### config.mk
export PLATFORM = sky130hd
export DESIGN_NAME = smof_formatter
export DESIGN_NICKNAME = d
export VERILOG_FILES = /design/src/common/smof_pkg.sv /design/src/smof_uart_tx.sv /design/src/smof_formatter.sv
export SDC_FILE = /design/constraint.sdc
export NUM_CORES = 2
export LEC_CHECK = 0
export BUFFER_PORTS_ARGS = -buffer_cell sky130_fd_sc_hd__buf_2
export CAP_MARGIN = 0
export CORE_MARGIN = 2
export CORE_UTILIZATION = 55
export DETAILED_ROUTE_END_ITERATION = 12
export PLACE_DENSITY_LB_ADDON = 0.15
export SETUP_SLACK_MARGIN = 0.3
export SLEW_MARGIN = 0
export SYNTH_ARGS = -nofsm -noshare
export SYNTH_HDL_FRONTEND = slang
export SYNTH_HIERARCHICAL = 1
export SYNTH_SLANG_ARGS = --single-unit
export TNS_END_PERCENT = 1
### constraint.sdc
create_clock -name aclk -period 28.7 [get_ports aclk]
set_input_delay 2.87 -clock aclk [delete_from_list [all_inputs] [get_ports aclk]]
set_output_delay 2.87 -clock aclk [all_outputs]
set_load 0.02 [all_outputs]
### src/common/smof_pkg.sv
// Purpose: shared constants and types of the serial measurement formatter
// Assumes: 125 MHz clock, 32-bit register words on AXI4-Lite
// Notes:   every offset, control field position and timing figure lives here
package smof_pkg;
   localparam int          CLK_HZ       = 125_000_000;
   localparam int          BAUD_DEFAULT = 115_200;
   localparam logic [15:0] BAUD_RESET   = 16'(CLK_HZ / BAUD_DEFAULT);
   localparam int          DATA_BITS    = 8;
   localparam int          STOP_BITS    = 2;
   localparam int          CHAR_LIMIT   = 160;
   localparam int          BIN_BYTES    = 4;
   localparam int          DEC_DIGITS   = 10;
   localparam int          ADDR_W       = 8;

   localparam logic [7:0] OFF_CTRL   = 8'h00;
   localparam logic [7:0] OFF_MINW   = 8'h04;
   localparam logic [7:0] OFF_BAUD   = 8'h08;
   localparam logic [7:0] OFF_VSEP   = 8'h0c;
   localparam logic [7:0] OFF_MSEP   = 8'h10;
   localparam logic [7:0] OFF_ORDER  = 8'h14;
   localparam logic [7:0] OFF_STATUS = 8'h18;

   localparam int CTRL_BIN   = 0;
   localparam int CTRL_PRE   = 1;
   localparam int CTRL_COND  = 2;
   localparam int CTRL_CHAN  = 4;
   localparam int CTRL_VMODE = 8;
   localparam int CTRL_MMODE = 10;
   localparam int CTRL_VLEN  = 12;
   localparam int CTRL_MLEN  = 14;
   localparam int CTRL_CNT   = 16;
   localparam int ORDER_W    = 4;

   localparam logic [31:0] CTRL_RESET  = 32'h0000_0000;
   localparam logic [7:0]  MINW_RESET  = 8'h00;
   localparam logic [31:0] SEP_RESET   = 32'h0000_0000;
   localparam logic [31:0] ORDER_RESET = 32'h7654_3210;

   localparam logic [1:0] RESP_OKAY   = 2'b00;
   localparam logic [1:0] RESP_SLVERR = 2'b10;

   localparam logic [7:0] CH_TAB   = 8'h09;
   localparam logic [7:0] CH_LF    = 8'h0a;
   localparam logic [7:0] CH_SPACE = 8'h20;
   localparam logic [7:0] CH_ZERO  = 8'h30;

   typedef enum logic [1:0] {SEP_TAB = 2'h0, SEP_LF = 2'h1, SEP_USER = 2'h2} smof_sep_type;
   typedef enum logic [1:0] {COND_ALWAYS = 2'h0, COND_FAIL = 2'h1, COND_PASS = 2'h2} smof_cond_type;

   // source slot numbers on the measurement input
   localparam int SRC_PROGRAM  = 0;
   localparam int SRC_COMBINED = 1;
   localparam int SRC_TEMP     = 2;
   localparam int SRC_LASER    = 3;
   localparam int SRC_USERMODE = 4;
   localparam int SRC_FILTERED = 5;
   localparam int SRC_ERROR    = 6;
   localparam int SRC_PROFILE  = 7;
   localparam int SRC_DOUT     = 8;
   localparam int SRC_ENCODER  = 9;

   localparam logic [31:0] POW10 [0:DEC_DIGITS-1] = '{32'h0000_0001, 32'h0000_000a,
      32'h0000_0064, 32'h0000_03e8, 32'h0000_2710, 32'h0001_86a0, 32'h000f_4240,
      32'h0098_9680, 32'h05f5_e100, 32'h3b9a_ca00};
endpackage

### src/smof_uart_tx.sv
// Purpose: asynchronous serial character transmitter, fixed frame
// Assumes: baud_div is the bit period in clock cycles
// Notes:   one start bit, eight data bits lsb first, two stop bits
`timescale 1ns/1ns
`default_nettype none
module smof_uart_tx
   import smof_pkg::*;
(
   input  wire logic        aclk,      // system clock
   input  wire logic        aresetn,   // sync reset, active low
   input  wire logic [15:0] baud_div,  // cycles per bit
   input  wire logic        tx_start,  // take tx_data when ready
   input  wire logic [7:0]  tx_data,   // character to send
   output logic             tx_ready,  // idle, may start
   output logic             txd        // serial line, idles high
);
   localparam int FRAME_BITS = 1 + DATA_BITS + STOP_BITS;

   logic [15:0]               baud_cnt;
   logic                      baud_tick;
   logic [3:0]                bits_left;
   logic [FRAME_BITS-2:0]     shift;

   assign tx_ready  = (bits_left == 4'h0);
   // a zero divisor behaves as one cycle per bit
   assign baud_tick = ({1'b0, baud_cnt} + 17'h1_0001 - 17'h1_0000) >= {1'b0, baud_div};

   always_ff @(posedge aclk) begin
      if (!aresetn) begin
         bits_left <= 4'h0;
         baud_cnt  <= 16'h0000;
         shift     <= '1;
         txd       <= 1'b1;
      end else if (tx_ready && tx_start) begin
         txd       <= 1'b0;
         shift     <= {{STOP_BITS{1'b1}}, tx_data};
         bits_left <= 4'(FRAME_BITS);
         baud_cnt  <= 16'h0000;
      end else if (!tx_ready) begin
         if (baud_tick) begin
            baud_cnt  <= 16'h0000;
            bits_left <= bits_left - 4'h1;
            txd       <= shift[0];
            shift     <= {1'b1, shift[FRAME_BITS-2:1]};
         end else begin
            baud_cnt <= baud_cnt + 16'h0001;
         end
      end
   end
endmodule // smof_uart_tx
`default_nettype wire

### src/smof_formatter.sv
// Purpose: formats measurement values and sends them on the serial link
// Assumes: measurement inputs come from logic on aclk; AXI4-Lite registers
// Notes:   a measurement arriving while one is still being sent is counted
//          as overrun and dropped
//
// Summary of operation
// - frame is 8 data, no parity, 2 stop
// - baud rate set by divisor register
// - text value padded with leading spaces
// - longer text values sent whole, untruncated
// - control bit picks text or binary
// - value separator after every value
// - measurement separator delimits each measurement
// - prefix set: separator before the values
// - prefix clear: separator after the values
// - binary: no value separator, no padding
// - binary words sent most significant first
// - unconditional mode sends every measurement
// - fail mode sends only failing verdicts
// - pass mode sends only passing verdicts
// - at most 160 characters per measurement
// - values sent raw, unscaled
// - values follow the configured order list
// - ten source kinds selectable
`timescale 1ns/1ns
`default_nettype none
module smof_formatter
   import smof_pkg::*;
#(
   parameter int NSRC  = 16,   // source slots on meas_values
   parameter int NCHAN = 8     // digital output verdict channels
)(
   input  wire logic               aclk,           // system clock
   input  wire logic               aresetn,        // sync reset, active low
   input  wire logic [ADDR_W-1:0]  s_axi_awaddr,   // write address
   input  wire logic [2:0]         s_axi_awprot,   // unused
   input  wire logic               s_axi_awvalid,  // write address valid
   output logic                    s_axi_awready,  // write address ready
   input  wire logic [31:0]        s_axi_wdata,    // write data
   input  wire logic [3:0]         s_axi_wstrb,    // byte enables
   input  wire logic               s_axi_wvalid,   // write data valid
   output logic                    s_axi_wready,   // write data ready
   output logic [1:0]              s_axi_bresp,    // write response
   output logic                    s_axi_bvalid,   // write response valid
   input  wire logic               s_axi_bready,   // write response ready
   input  wire logic [ADDR_W-1:0]  s_axi_araddr,   // read address
   input  wire logic [2:0]         s_axi_arprot,   // unused
   input  wire logic               s_axi_arvalid,  // read address valid
   output logic                    s_axi_arready,  // read address ready
   output logic [31:0]             s_axi_rdata,    // read data
   output logic [1:0]              s_axi_rresp,    // read response
   output logic                    s_axi_rvalid,   // read data valid
   input  wire logic               s_axi_rready,   // read data ready
   input  wire logic               meas_valid,     // measurement complete pulse
   input  wire logic [NSRC*32-1:0] meas_values,    // raw source words
   input  wire logic [NCHAN-1:0]   fail_verdict,   // 1 = channel judged failing
   output logic                    txd,            // serial output
   output logic                    busy            // measurement in progress
);
   typedef enum logic [2:0] {
      ST_IDLE = 3'b000, ST_LEAD = 3'b001, ST_CONV = 3'b011, ST_PAD = 3'b010,
      ST_DIG  = 3'b110, ST_VSEP = 3'b111, ST_BIN  = 3'b101, ST_TAIL = 3'b100
   } smof_state_type;

   logic [31:0]     ctrl;
   logic [7:0]      minw;
   logic [15:0]     baud_div;
   logic [31:0]     vsep_chars;
   logic [31:0]     msep_chars;
   logic [31:0]     order;
   logic [15:0]     overrun_cnt;
   logic [7:0]      char_cnt;
   logic            aw_got;
   logic            w_got;
   logic [7:0]      aw_addr;
   logic [31:0]     w_data;
   logic [3:0]      w_strb;
   smof_state_type  state;
   logic [3:0]      slot;
   logic [7:0]      cnt;
   logic [31:0]     vals [NSRC];
   logic [31:0]     rem;
   logic [3:0]      pow_idx;
   logic            primed;
   logic [3:0]      digits [DEC_DIGITS];
   logic [3:0]      ndig;
   logic [7:0]      pad_need;
   logic [7:0]      cur_char;
   logic [31:0]     sel_value;
   logic            conv_done;
   logic            emitting;
   logic            over_limit;
   logic            advance;
   logic            tx_start;
   logic            tx_ready;
   logic            gate_ok;
   logic            is_binary;
   logic            prefix;
   logic [1:0]      cond;
   logic [2:0]      chan;
   logic [1:0]      vmode;
   logic [1:0]      mmode;
   logic [1:0]      vlast;
   logic [1:0]      mlast;
   logic [3:0]      list_cnt;

   assign is_binary = ctrl[CTRL_BIN];
   assign prefix    = ctrl[CTRL_PRE];
   assign cond      = ctrl[CTRL_COND +: 2];
   assign chan      = ctrl[CTRL_CHAN +: 3];
   assign vmode     = ctrl[CTRL_VMODE +: 2];
   assign mmode     = ctrl[CTRL_MMODE +: 2];
   assign list_cnt  = (ctrl[CTRL_CNT +: 4] > 4'h8) ? 4'h8 : ctrl[CTRL_CNT +: 4];
   assign vlast     = (vmode == SEP_USER) ? ctrl[CTRL_VLEN +: 2] : 2'h0;
   assign mlast     = (mmode == SEP_USER) ? ctrl[CTRL_MLEN +: 2] : 2'h0;

   function automatic logic [31:0] merge(input logic [31:0] old, input logic [31:0] d,
                                         input logic [3:0] strb);
      logic [31:0] r;
      r = old;
      for (int i = 0; i < 4; i++) begin
         if (strb[i]) r[8*i +: 8] = d[8*i +: 8];
      end
      return r;
   endfunction

   function automatic logic [7:0] sep_char(input logic [1:0] mode, input logic [31:0] chars,
                                           input logic [1:0] idx);
      logic [7:0] c;
      c = chars[8*idx +: 8];
      if (mode == SEP_TAB) c = CH_TAB;
      else if (mode == SEP_LF) c = CH_LF;
      return c;
   endfunction

   // next state after the measurement start or a finished value
   function automatic smof_state_type entry(input logic [3:0] s);
      smof_state_type n;
      if (s >= list_cnt) n = prefix ? ST_IDLE : ST_TAIL;
      else n = is_binary ? ST_BIN : ST_CONV;
      return n;
   endfunction

   // register bus: write address and data may arrive in either order
   assign s_axi_awready = !aw_got && !s_axi_bvalid;
   assign s_axi_wready  = !w_got && !s_axi_bvalid;
   assign s_axi_arready = !s_axi_rvalid;

   always_ff @(posedge aclk) begin
      if (!aresetn) begin
         aw_got       <= 1'b0;
         w_got        <= 1'b0;
         aw_addr      <= 8'h00;
         w_data       <= 32'h0000_0000;
         w_strb       <= 4'h0;
         s_axi_bvalid <= 1'b0;
         s_axi_bresp  <= RESP_OKAY;
      end else begin
         if (s_axi_awvalid && s_axi_awready) begin
            aw_got  <= 1'b1;
            aw_addr <= s_axi_awaddr;
         end
         if (s_axi_wvalid && s_axi_wready) begin
            w_got  <= 1'b1;
            w_data <= s_axi_wdata;
            w_strb <= s_axi_wstrb;
         end
         if (aw_got && w_got) begin
            aw_got       <= 1'b0;
            w_got        <= 1'b0;
            s_axi_bvalid <= 1'b1;
            s_axi_bresp  <= (aw_addr[7:2] <= OFF_STATUS[7:2]) ? RESP_OKAY : RESP_SLVERR;
         end else if (s_axi_bvalid && s_axi_bready) begin
            s_axi_bvalid <= 1'b0;
         end
      end
   end

   always_ff @(posedge aclk) begin
      if (!aresetn) begin
         ctrl       <= CTRL_RESET;
         minw       <= MINW_RESET;
         baud_div   <= BAUD_RESET;
         vsep_chars <= SEP_RESET;
         msep_chars <= SEP_RESET;
         order      <= ORDER_RESET;
      end else if (aw_got && w_got) begin
         unique case ({aw_addr[7:2], 2'b00})
            OFF_CTRL:  ctrl       <= merge(ctrl, w_data, w_strb);
            OFF_MINW:  if (w_strb[0]) minw <= w_data[7:0];
            OFF_BAUD:  baud_div   <= 16'(merge({16'h0000, baud_div}, w_data, w_strb));
            OFF_VSEP:  vsep_chars <= merge(vsep_chars, w_data, w_strb);
            OFF_MSEP:  msep_chars <= merge(msep_chars, w_data, w_strb);
            OFF_ORDER: order      <= merge(order, w_data, w_strb);
            default:   ;
         endcase
      end
   end

   always_ff @(posedge aclk) begin
      if (!aresetn) begin
         s_axi_rvalid <= 1'b0;
         s_axi_rdata  <= 32'h0000_0000;
         s_axi_rresp  <= RESP_OKAY;
      end else if (s_axi_arvalid && s_axi_arready) begin
         s_axi_rvalid <= 1'b1;
         s_axi_rresp  <= RESP_OKAY;
         unique case ({s_axi_araddr[7:2], 2'b00})
            OFF_CTRL:   s_axi_rdata <= ctrl;
            OFF_MINW:   s_axi_rdata <= {24'h00_0000, minw};
            OFF_BAUD:   s_axi_rdata <= {16'h0000, baud_div};
            OFF_VSEP:   s_axi_rdata <= vsep_chars;
            OFF_MSEP:   s_axi_rdata <= msep_chars;
            OFF_ORDER:  s_axi_rdata <= order;
            OFF_STATUS: s_axi_rdata <= {overrun_cnt, char_cnt, 7'h00, busy};
            default: begin
               s_axi_rdata <= 32'h0000_0000;
               s_axi_rresp <= RESP_SLVERR;
            end
         endcase
      end else if (s_axi_rvalid && s_axi_rready) begin
         s_axi_rvalid <= 1'b0;
      end
   end

   // verdict gating
   always_comb begin
      unique case (cond)
         COND_ALWAYS: gate_ok = 1'b1;
         COND_FAIL:   gate_ok = fail_verdict[chan];
         COND_PASS:   gate_ok = !fail_verdict[chan];
         default:     gate_ok = 1'b0;
      endcase
   end

   // snapshot taken at acceptance so later inputs cannot tear a measurement
   genvar g;
   generate
      for (g = 0; g < NSRC; g++) begin : g_snap
         always_ff @(posedge aclk) begin
            if (!aresetn) vals[g] <= 32'h0000_0000;
            else if (state == ST_IDLE && meas_valid) vals[g] <= meas_values[32*g +: 32];
         end
      end
   endgenerate

   assign sel_value = vals[order[ORDER_W*slot[2:0] +: ORDER_W]];

   // decimal conversion by repeated subtraction of powers of ten
   always_ff @(posedge aclk) begin
      if (!aresetn || state != ST_CONV) begin
         primed <= 1'b0;
      end else if (!primed) begin
         primed  <= 1'b1;
         rem     <= sel_value;
         pow_idx <= 4'(DEC_DIGITS - 1);
         for (int i = 0; i < DEC_DIGITS; i++) digits[i] <= 4'h0;
      end else if (rem >= POW10[pow_idx]) begin
         rem             <= rem - POW10[pow_idx];
         digits[pow_idx] <= digits[pow_idx] + 4'h1;
      end else if (pow_idx != 4'h0) begin
         pow_idx <= pow_idx - 4'h1;
      end
   end

   assign conv_done = primed && (pow_idx == 4'h0) && (rem == 32'h0000_0000);

   always_comb begin
      ndig = 4'h1;
      for (int i = 1; i < DEC_DIGITS; i++) begin
         if (digits[i] != 4'h0) ndig = 4'(i + 1);
      end
   end

   assign pad_need = (minw > {4'h0, ndig}) ? minw - {4'h0, ndig} : 8'h00;

   always_comb begin
      unique case (state)
         ST_LEAD, ST_TAIL: cur_char = sep_char(mmode, msep_chars, cnt[1:0]);
         ST_VSEP:          cur_char = sep_char(vmode, vsep_chars, cnt[1:0]);
         ST_PAD:           cur_char = CH_SPACE;
         ST_DIG:           cur_char = CH_ZERO + {4'h0, digits[cnt[3:0]]};
         ST_BIN:           cur_char = sel_value[8*(2'd3 - cnt[1:0]) +: 8];
         default:          cur_char = 8'h00;
      endcase
   end

   assign emitting   = (state != ST_IDLE) && (state != ST_CONV);
   assign over_limit = (char_cnt >= 8'(CHAR_LIMIT));
   // past the limit characters are skipped at full speed, not sent
   assign advance    = emitting && (over_limit || tx_ready);
   assign tx_start   = emitting && !over_limit && tx_ready;
   assign busy       = (state != ST_IDLE);

   always_ff @(posedge aclk) begin
      if (!aresetn) begin
         char_cnt    <= 8'h00;
         overrun_cnt <= 16'h0000;
      end else begin
         if (state == ST_IDLE && meas_valid && gate_ok) char_cnt <= 8'h00;
         else if (tx_start) char_cnt <= char_cnt + 8'h01;
         if (busy && meas_valid) overrun_cnt <= overrun_cnt + 16'h0001;
      end
   end

   always_ff @(posedge aclk) begin
      if (!aresetn) begin
         state <= ST_IDLE;
         slot  <= 4'h0;
         cnt   <= 8'h00;
      end else begin
         unique case (state)
            ST_IDLE: if (meas_valid && gate_ok) begin
               slot  <= 4'h0;
               cnt   <= 8'h00;
               state <= prefix ? ST_LEAD : entry(4'h0);
            end
            ST_LEAD: if (advance) begin
               if (cnt[1:0] == mlast) begin
                  cnt   <= 8'h00;
                  state <= entry(4'h0);
               end else cnt <= cnt + 8'h01;
            end
            ST_CONV: if (conv_done) begin
               state <= (pad_need != 8'h00) ? ST_PAD : ST_DIG;
               cnt   <= (pad_need != 8'h00) ? 8'h00 : {4'h0, ndig - 4'h1};
            end
            ST_PAD: if (advance) begin
               if (cnt == pad_need - 8'h01) begin
                  cnt   <= {4'h0, ndig - 4'h1};
                  state <= ST_DIG;
               end else cnt <= cnt + 8'h01;
            end
            ST_DIG: if (advance) begin
               if (cnt == 8'h00) state <= ST_VSEP;
               else cnt <= cnt - 8'h01;
            end
            ST_VSEP, ST_BIN: if (advance) begin
               if ((state == ST_VSEP && cnt[1:0] == vlast) ||
                   (state == ST_BIN && cnt == 8'(BIN_BYTES - 1))) begin
                  cnt   <= 8'h00;
                  slot  <= slot + 4'h1;
                  state <= entry(slot + 4'h1);
               end else cnt <= cnt + 8'h01;
            end
            ST_TAIL: if (advance) begin
               if (cnt[1:0] == mlast) state <= ST_IDLE;
               else cnt <= cnt + 8'h01;
            end
         endcase
      end
   end

   smof_uart_tx u_tx (
      .aclk     (aclk),
      .aresetn  (aresetn),
      .baud_div (baud_div),
      .tx_start (tx_start),
      .tx_data  (cur_char),
      .tx_ready (tx_ready),
      .txd      (txd)
   );
endmodule // smof_formatter
`default_nettype wire

== Word-level counts from Yosys, hierarchy flattened ==
Memories as Yosys holds them, arrays and structs flattened. A register that Yosys moved wholly into a read port is not among the register bits.
Index checks and enable logic that the tools add are counted.
Storage, ports and cells
  register bits: 341
  RAM bits: 552
  ROM bits: 512
  output and inout port bits: 43
  word-level logic and storage cells: 350
  memories kept: 3
Operators by class
  add/subtract/negate cells: 17
  order comparisons: 10
  equality and inequality tests: 47
  shift operators: 4
  mux-type cells: 117
  bitwise gates (word level): 20
  reductions and logical operators: 90
Memory list
  (no name shown): words 16, width 32, read ports 1, clocked after Yosys merged registers in 0, write ports 0, line smof_formatter.sv:259  | rem <= rem - POW10[pow_idx];
  vals: words 16, width 32, read ports 1, clocked after Yosys merged registers in 0, write ports 16, line smof_formatter.sv:81  | logic [31:0] vals [NSRC];
  digits: words 10, width 4, read ports 11, clocked after Yosys merged registers in 2, write ports 10, line smof_formatter.sv:85  | logic [3:0] digits [DEC_DIGITS];
Operators with widths (count)
  $mux 32: 20
  $pmux 32 s7: 1
  $mux 8: 20
  $mux 4: 24
  $shiftx 32x6->8: 2
  $reduce_and 3->1: 20
  $mux 3: 19
  $pmux 8 s7: 1
  $pmux 8 s5: 1
  $reduce_bool 4->1: 10
  $shiftx 32x33->8: 1
  $add 16x1->16 const B: 2
  $ge 32x32->1: 1
  $logic_not 32->1: 1
  $shiftx 32x6->4: 1
  $sub 32x32->32: 1
  $eq 6x3->1 const B: 5
  $ne 2x2->1 const B: 14
  $eq 6x2->1 const B: 4
  $logic_and 1x1->1: 21
  $mux 1: 21
  $pmux 3 s7: 1
  $add 16x17->17 const B: 1
  $ge 17x16->1: 1
  other kinds (52): 112

== Longest topological paths before layout ==
An unclocked memory read counts as a cell.
  depth after elaboration: 20
  depth in mapped cells: 22

== Modules after synthesis ==
Netlist, hierarchy kept.
Modules (own cells, without submodules)
  smof_formatter: instances 1, cells an instance 4245, area an instance 44823.0 sq um, sequential area each 23983.0 sq um
  smof_uart_tx: instances 1, cells an instance 247, area an instance 1940.6 sq um, sequential area each 580.6 sq um

== Worst setup path after synthesis ==
Ideal clock, no wire load.
  kind: input port to flip-flop
  start: input aresetn
  end: memory vals[0][0], enable pin
  setup time: 3.628 ns
  data arrival time: 11.948 ns
  data required time: 25.072 ns
  setup slack: 13.124 ns
  stages on the path: 4
  buffers on the path: 3
  cells stage by stage: clkbuf_1 -> clkbuf_1 -> clkbuf_1 -> nand2_1
RTL lines
  from (decl): line smof_formatter.sv:34  | input wire logic aresetn,
  to (decl): line smof_formatter.sv:81

==> impl_summary.md <==
CTS
After clock tree synthesis, the setup repair step added 0 buffers. The clock tree from TritonCTS is done. The CTS clock-pin slew for the worst setup and hold paths is 0.06 ns. The clock insertion delay at the later pin of the skew report is 0.69 ns.

Counting the buffers created by CTS gives 98. The tree is rooted in a sky130_fd_sc_hd__clkbuf_16. The H-tree level count is 3. No sink is reached through more buffers than the 3 on the longest clock path. Clock tree synthesis found a total of 921 sinks. The count of instances resized after the clock tree is built is 0. In this run, post-CTS hold repair placed 0 buffers.

Synth
The distinct cell type count of the synthesized netlist is 87. The part of the Yosys area used for sequential elements is 52.5%. The share of async-settable or async-resettable flops after synthesis is 0%. The main flop type after synthesis is sky130_fd_sc_hd__edfxtp_1. Yosys mapped a number of flops with a built-in enable equal to 612. After synthesis, the mean cell area works out to 10.4 sq um. The cell area after synthesis is 46800 sq um. The instance count of the mapped netlist is 4492. The synthesized flop and latch total is 921. The number of synthesis warnings is 6. The post-synthesis cell type with the largest combined area is sky130_fd_sc_hd__edfxtp_1. By count the netlist is led by sky130_fd_sc_hd__nand2_1, sky130_fd_sc_hd__edfxtp_1, sky130_fd_sc_hd__and2_1.

The top cell type's share of synthesized area is 39.3%. Sorting the synthesized cells by area gives the leading types as sky130_fd_sc_hd__edfxtp_1, sky130_fd_sc_hd__dfxtp_1, sky130_fd_sc_hd__and2_1. In the post-synthesis netlist, the cell with the most instances is sky130_fd_sc_hd__nand2_1.

Floorplan
In this run the vertical extent of the chip is 296 microns. After floorplanning, the core was sized to cover 84000 sq um. The floorplan step defined a die boundary enclosing 87400 sq um. The horizontal extent of the die is 296 microns. In this run the count of I/O pins placed on the die edge is 629. The number of rows created at floorplan is 106. The effective utilization at floorplan is 55.7%.

Worst setup path
STA classifies the critical path startpoint as an input port. The required time of the worst setup path is 28.96 ns. The start-to-end type of the worst setup path is input port to register. The data arrival at the endpoint of the critical path is 6.40 ns. STA classifies the critical path endpoint as a register. Along the worst path, the maximum fanout reaches 192.

Outcome
The flow ran to the end, and the final reports show no timing, DRC or antenna violations.

Timing
In the final timing run, aggregate negative setup slack is 0 ns. The count of endpoints failing setup in the final report is 0. For the final database, setup skew stands at 0.0515 ns. The routed design could run at a clock period as short as 6.13 ns. Setup repair after global routing left no endpoint under its margin.

The tightest slew margin relative to the limit is 21.6%. For the pin with the worst max-slew slack, the measured transition is 1.18 ns. The hold violation count in the final report is 0. The final period utilization is 21.4%. The achievable frequency is 163 MHz.

The number of max-slew violations in the final report was 0.

Placed design
The final HPWL from detailed placement is 107 mm. During placement, the flow inserted port buffers numbering 616. The final weighted congestion in routability-driven placement is 0.969.

Global route
The number of antenna violations at the first check in global routing is 76. The total grt overflow is 0. The first global-routing pass estimated 213 mm of wire.

Entering global routing, the biggest net connects 310 pins. The number of global-route vias before repair is 34400. The global-route total usage across every layer is 32.8%.

Power
The total power per unit cell area is 66.6 nW/um^2. The leakage power figure is 21.7 nW. The maximum VDD drop is 53.9 uV. The completed layout was analyzed and its total power is 3.58 mW.

Job
The number of maximum-capacitance constraint violations is 0.

Routing
The count of routing violations after the opening detailed-route iteration is 3709. The pre-antenna-repair detailed-routing pass consisted of 6 iterations. The per-cell routed wire length is 23.5 microns.

The number of remaining DRC errors is 0. The final antenna-violating net count is 0. The post-detailed-routing wire length is 146 mm.

The detailed-route via count is 36700. The routed via count divided by cell count is 5.90.

Finish
The final net count is 5620. Cells with a size suffix above 1 make up 18.4% of the layout. Compared with the post-synthesis result, the final layout area differs by 14.7%. Once layout is complete, the utilization of the core stands at 63.9%.

Hold path
The path class of the lowest-slack min-delay path is register to register.
-- metal layers --
metal	GRT usage, %	up-vias	share of wire [%]
met5	0	-	0.21
met4	13.8	48	4.2
met3	6.76	332	8.7
met2	53.5	1619	48
met1	42.7	17700	39
li1	-	16900	-
-- final timing paths --
kind	from	endpoint	slack, ns	depth (start not counted)
min reg2reg	u_tx/shift[7]	u_tx/shift[7]	0.47	2
max reg2reg	slot[1]	u_tx/shift[6]	22.71	15
min	u_tx/shift[7]	u_tx/shift[7]	0.47	2
max	meas_valid	vals[8][19]	22.57	6
-- sequential cells by signal, summed over array words and instances, names as in the netlist, 16 cells and up, named ones only --
name and cells:
rem 32, baud_div 16, vals 512, overrun_cnt 16, ctrl 32, w_data 32, digits 64, s_axi_rdata 32
msep_chars 32, vsep_chars 32, order 32, u_tx/baud_cnt 16
-- critical path, cell delays in order --
cell                      delay, ns
sky130_fd_sc_hd__buf_2         0.20
sky130_fd_sc_hd__nand2_1       0.12
sky130_fd_sc_hd__nand2_4       0.42
sky130_fd_sc_hd__buf_12        0.70
sky130_fd_sc_hd__buf_4         0.88
sky130_fd_sc_hd__buf_4         0.89
-- cell type report --
| type | instances | area (sq um) |
|---|---|---|
| Antenna cell | 43 | 108 |
| Inverter | 69 | 259 |
| Tap cell | 1134 | 1420 |
| Clock buffer | 131 | 2650 |
| Clock inverter | 45 | 399 |
| Timing Repair Buffer | 657 | 3430 |
| Sequential cell | 921 | 24600 |
| Fill cell | 6865 | 30300 |
| Multi-Input combinational cell | 3212 | 20800 |
-- stage by stage --
step	instance area, sq um	hold slack (ns)	cells	worst slack, ns
floorplan	46800	0.440	4493	13.12
global placement	50500	0.451	5993	22.03
detailed placement	50500	0.462	5993	21.97
CTS	53500	0.469	6169	22.63
global route	53600	0.490	6207	22.43
finish	53700	0.469	6212	22.57
-- report_power, final --
group | total [mW] | switching, mW | internal (mW)
Sequential | 1.75 | 0.0825 | 1.67
Clock | 1.21 | 0.536 | 0.678
Combinational | 0.609 | 0.389 | 0.220
-- placed cells by master, fill, tap and decap left out, types with 16 or more instances in the layout --
master / count
sky130_fd_sc_hd__o21ai_0: 158
sky130_fd_sc_hd__buf_2: 615
sky130_fd_sc_hd__and2_0: 35
sky130_fd_sc_hd__a21oi_1: 127
sky130_fd_sc_hd__edfxtp_1: 612
sky130_fd_sc_hd__xor2_1: 21
sky130_fd_sc_hd__mux2_2: 24
sky130_fd_sc_hd__nand2_1: 745
sky130_fd_sc_hd__nand3_1: 134
sky130_fd_sc_hd__nor2b_1: 180
sky130_fd_sc_hd__nand3b_1: 16
sky130_fd_sc_hd__nor2_1: 173
sky130_fd_sc_hd__mux2i_1: 227
sky130_fd_sc_hd__o221ai_1: 17
sky130_fd_sc_hd__ha_1: 73
sky130_fd_sc_hd__mux4_2: 67
sky130_fd_sc_hd__clkbuf_1: 27
sky130_fd_sc_hd__diode_2: 43
sky130_fd_sc_hd__a22oi_1: 52
sky130_fd_sc_hd__a21o_1: 23
sky130_fd_sc_hd__nor4_1: 21
sky130_fd_sc_hd__xnor2_1: 49
sky130_fd_sc_hd__o22ai_1: 25
sky130_fd_sc_hd__clkinv_1: 21
sky130_fd_sc_hd__a211oi_1: 49
sky130_fd_sc_hd__a21boi_0: 46
sky130_fd_sc_hd__clkinv_2: 17
sky130_fd_sc_hd__dfxtp_1: 308
sky130_fd_sc_hd__buf_4: 38
sky130_fd_sc_hd__nand4_1: 18
sky130_fd_sc_hd__and3_1: 22
sky130_fd_sc_hd__a31oi_1: 67
sky130_fd_sc_hd__nor3_1: 39
sky130_fd_sc_hd__clkbuf_16: 99
sky130_fd_sc_hd__inv_1: 64
sky130_fd_sc_hd__a221oi_1: 20
sky130_fd_sc_hd__and2_1: 562
sky130_fd_sc_hd__nand2b_1: 17
sky130_fd_sc_hd__a221o_1: 28
-- cells by family (layout without fill, tap and decap cells) --
logic type / Yosys count / after routing / synth area share [%]
fa+ha+maj: 75 / 75 / 2.04
simple gates: 2029 / 2029 / 22.0
xor+xnor: 71 / 71 / 1.36
flops: 921 / 921 / 52.5
buf+inv: 360 / 902 / 3.15
compound gates: 712 / 712 / 10.2
other cells: 1 / 45 / 0.00802
mux: 323 / 323 / 8.78
No activity file was read; power rests on OpenSTA's default activity.
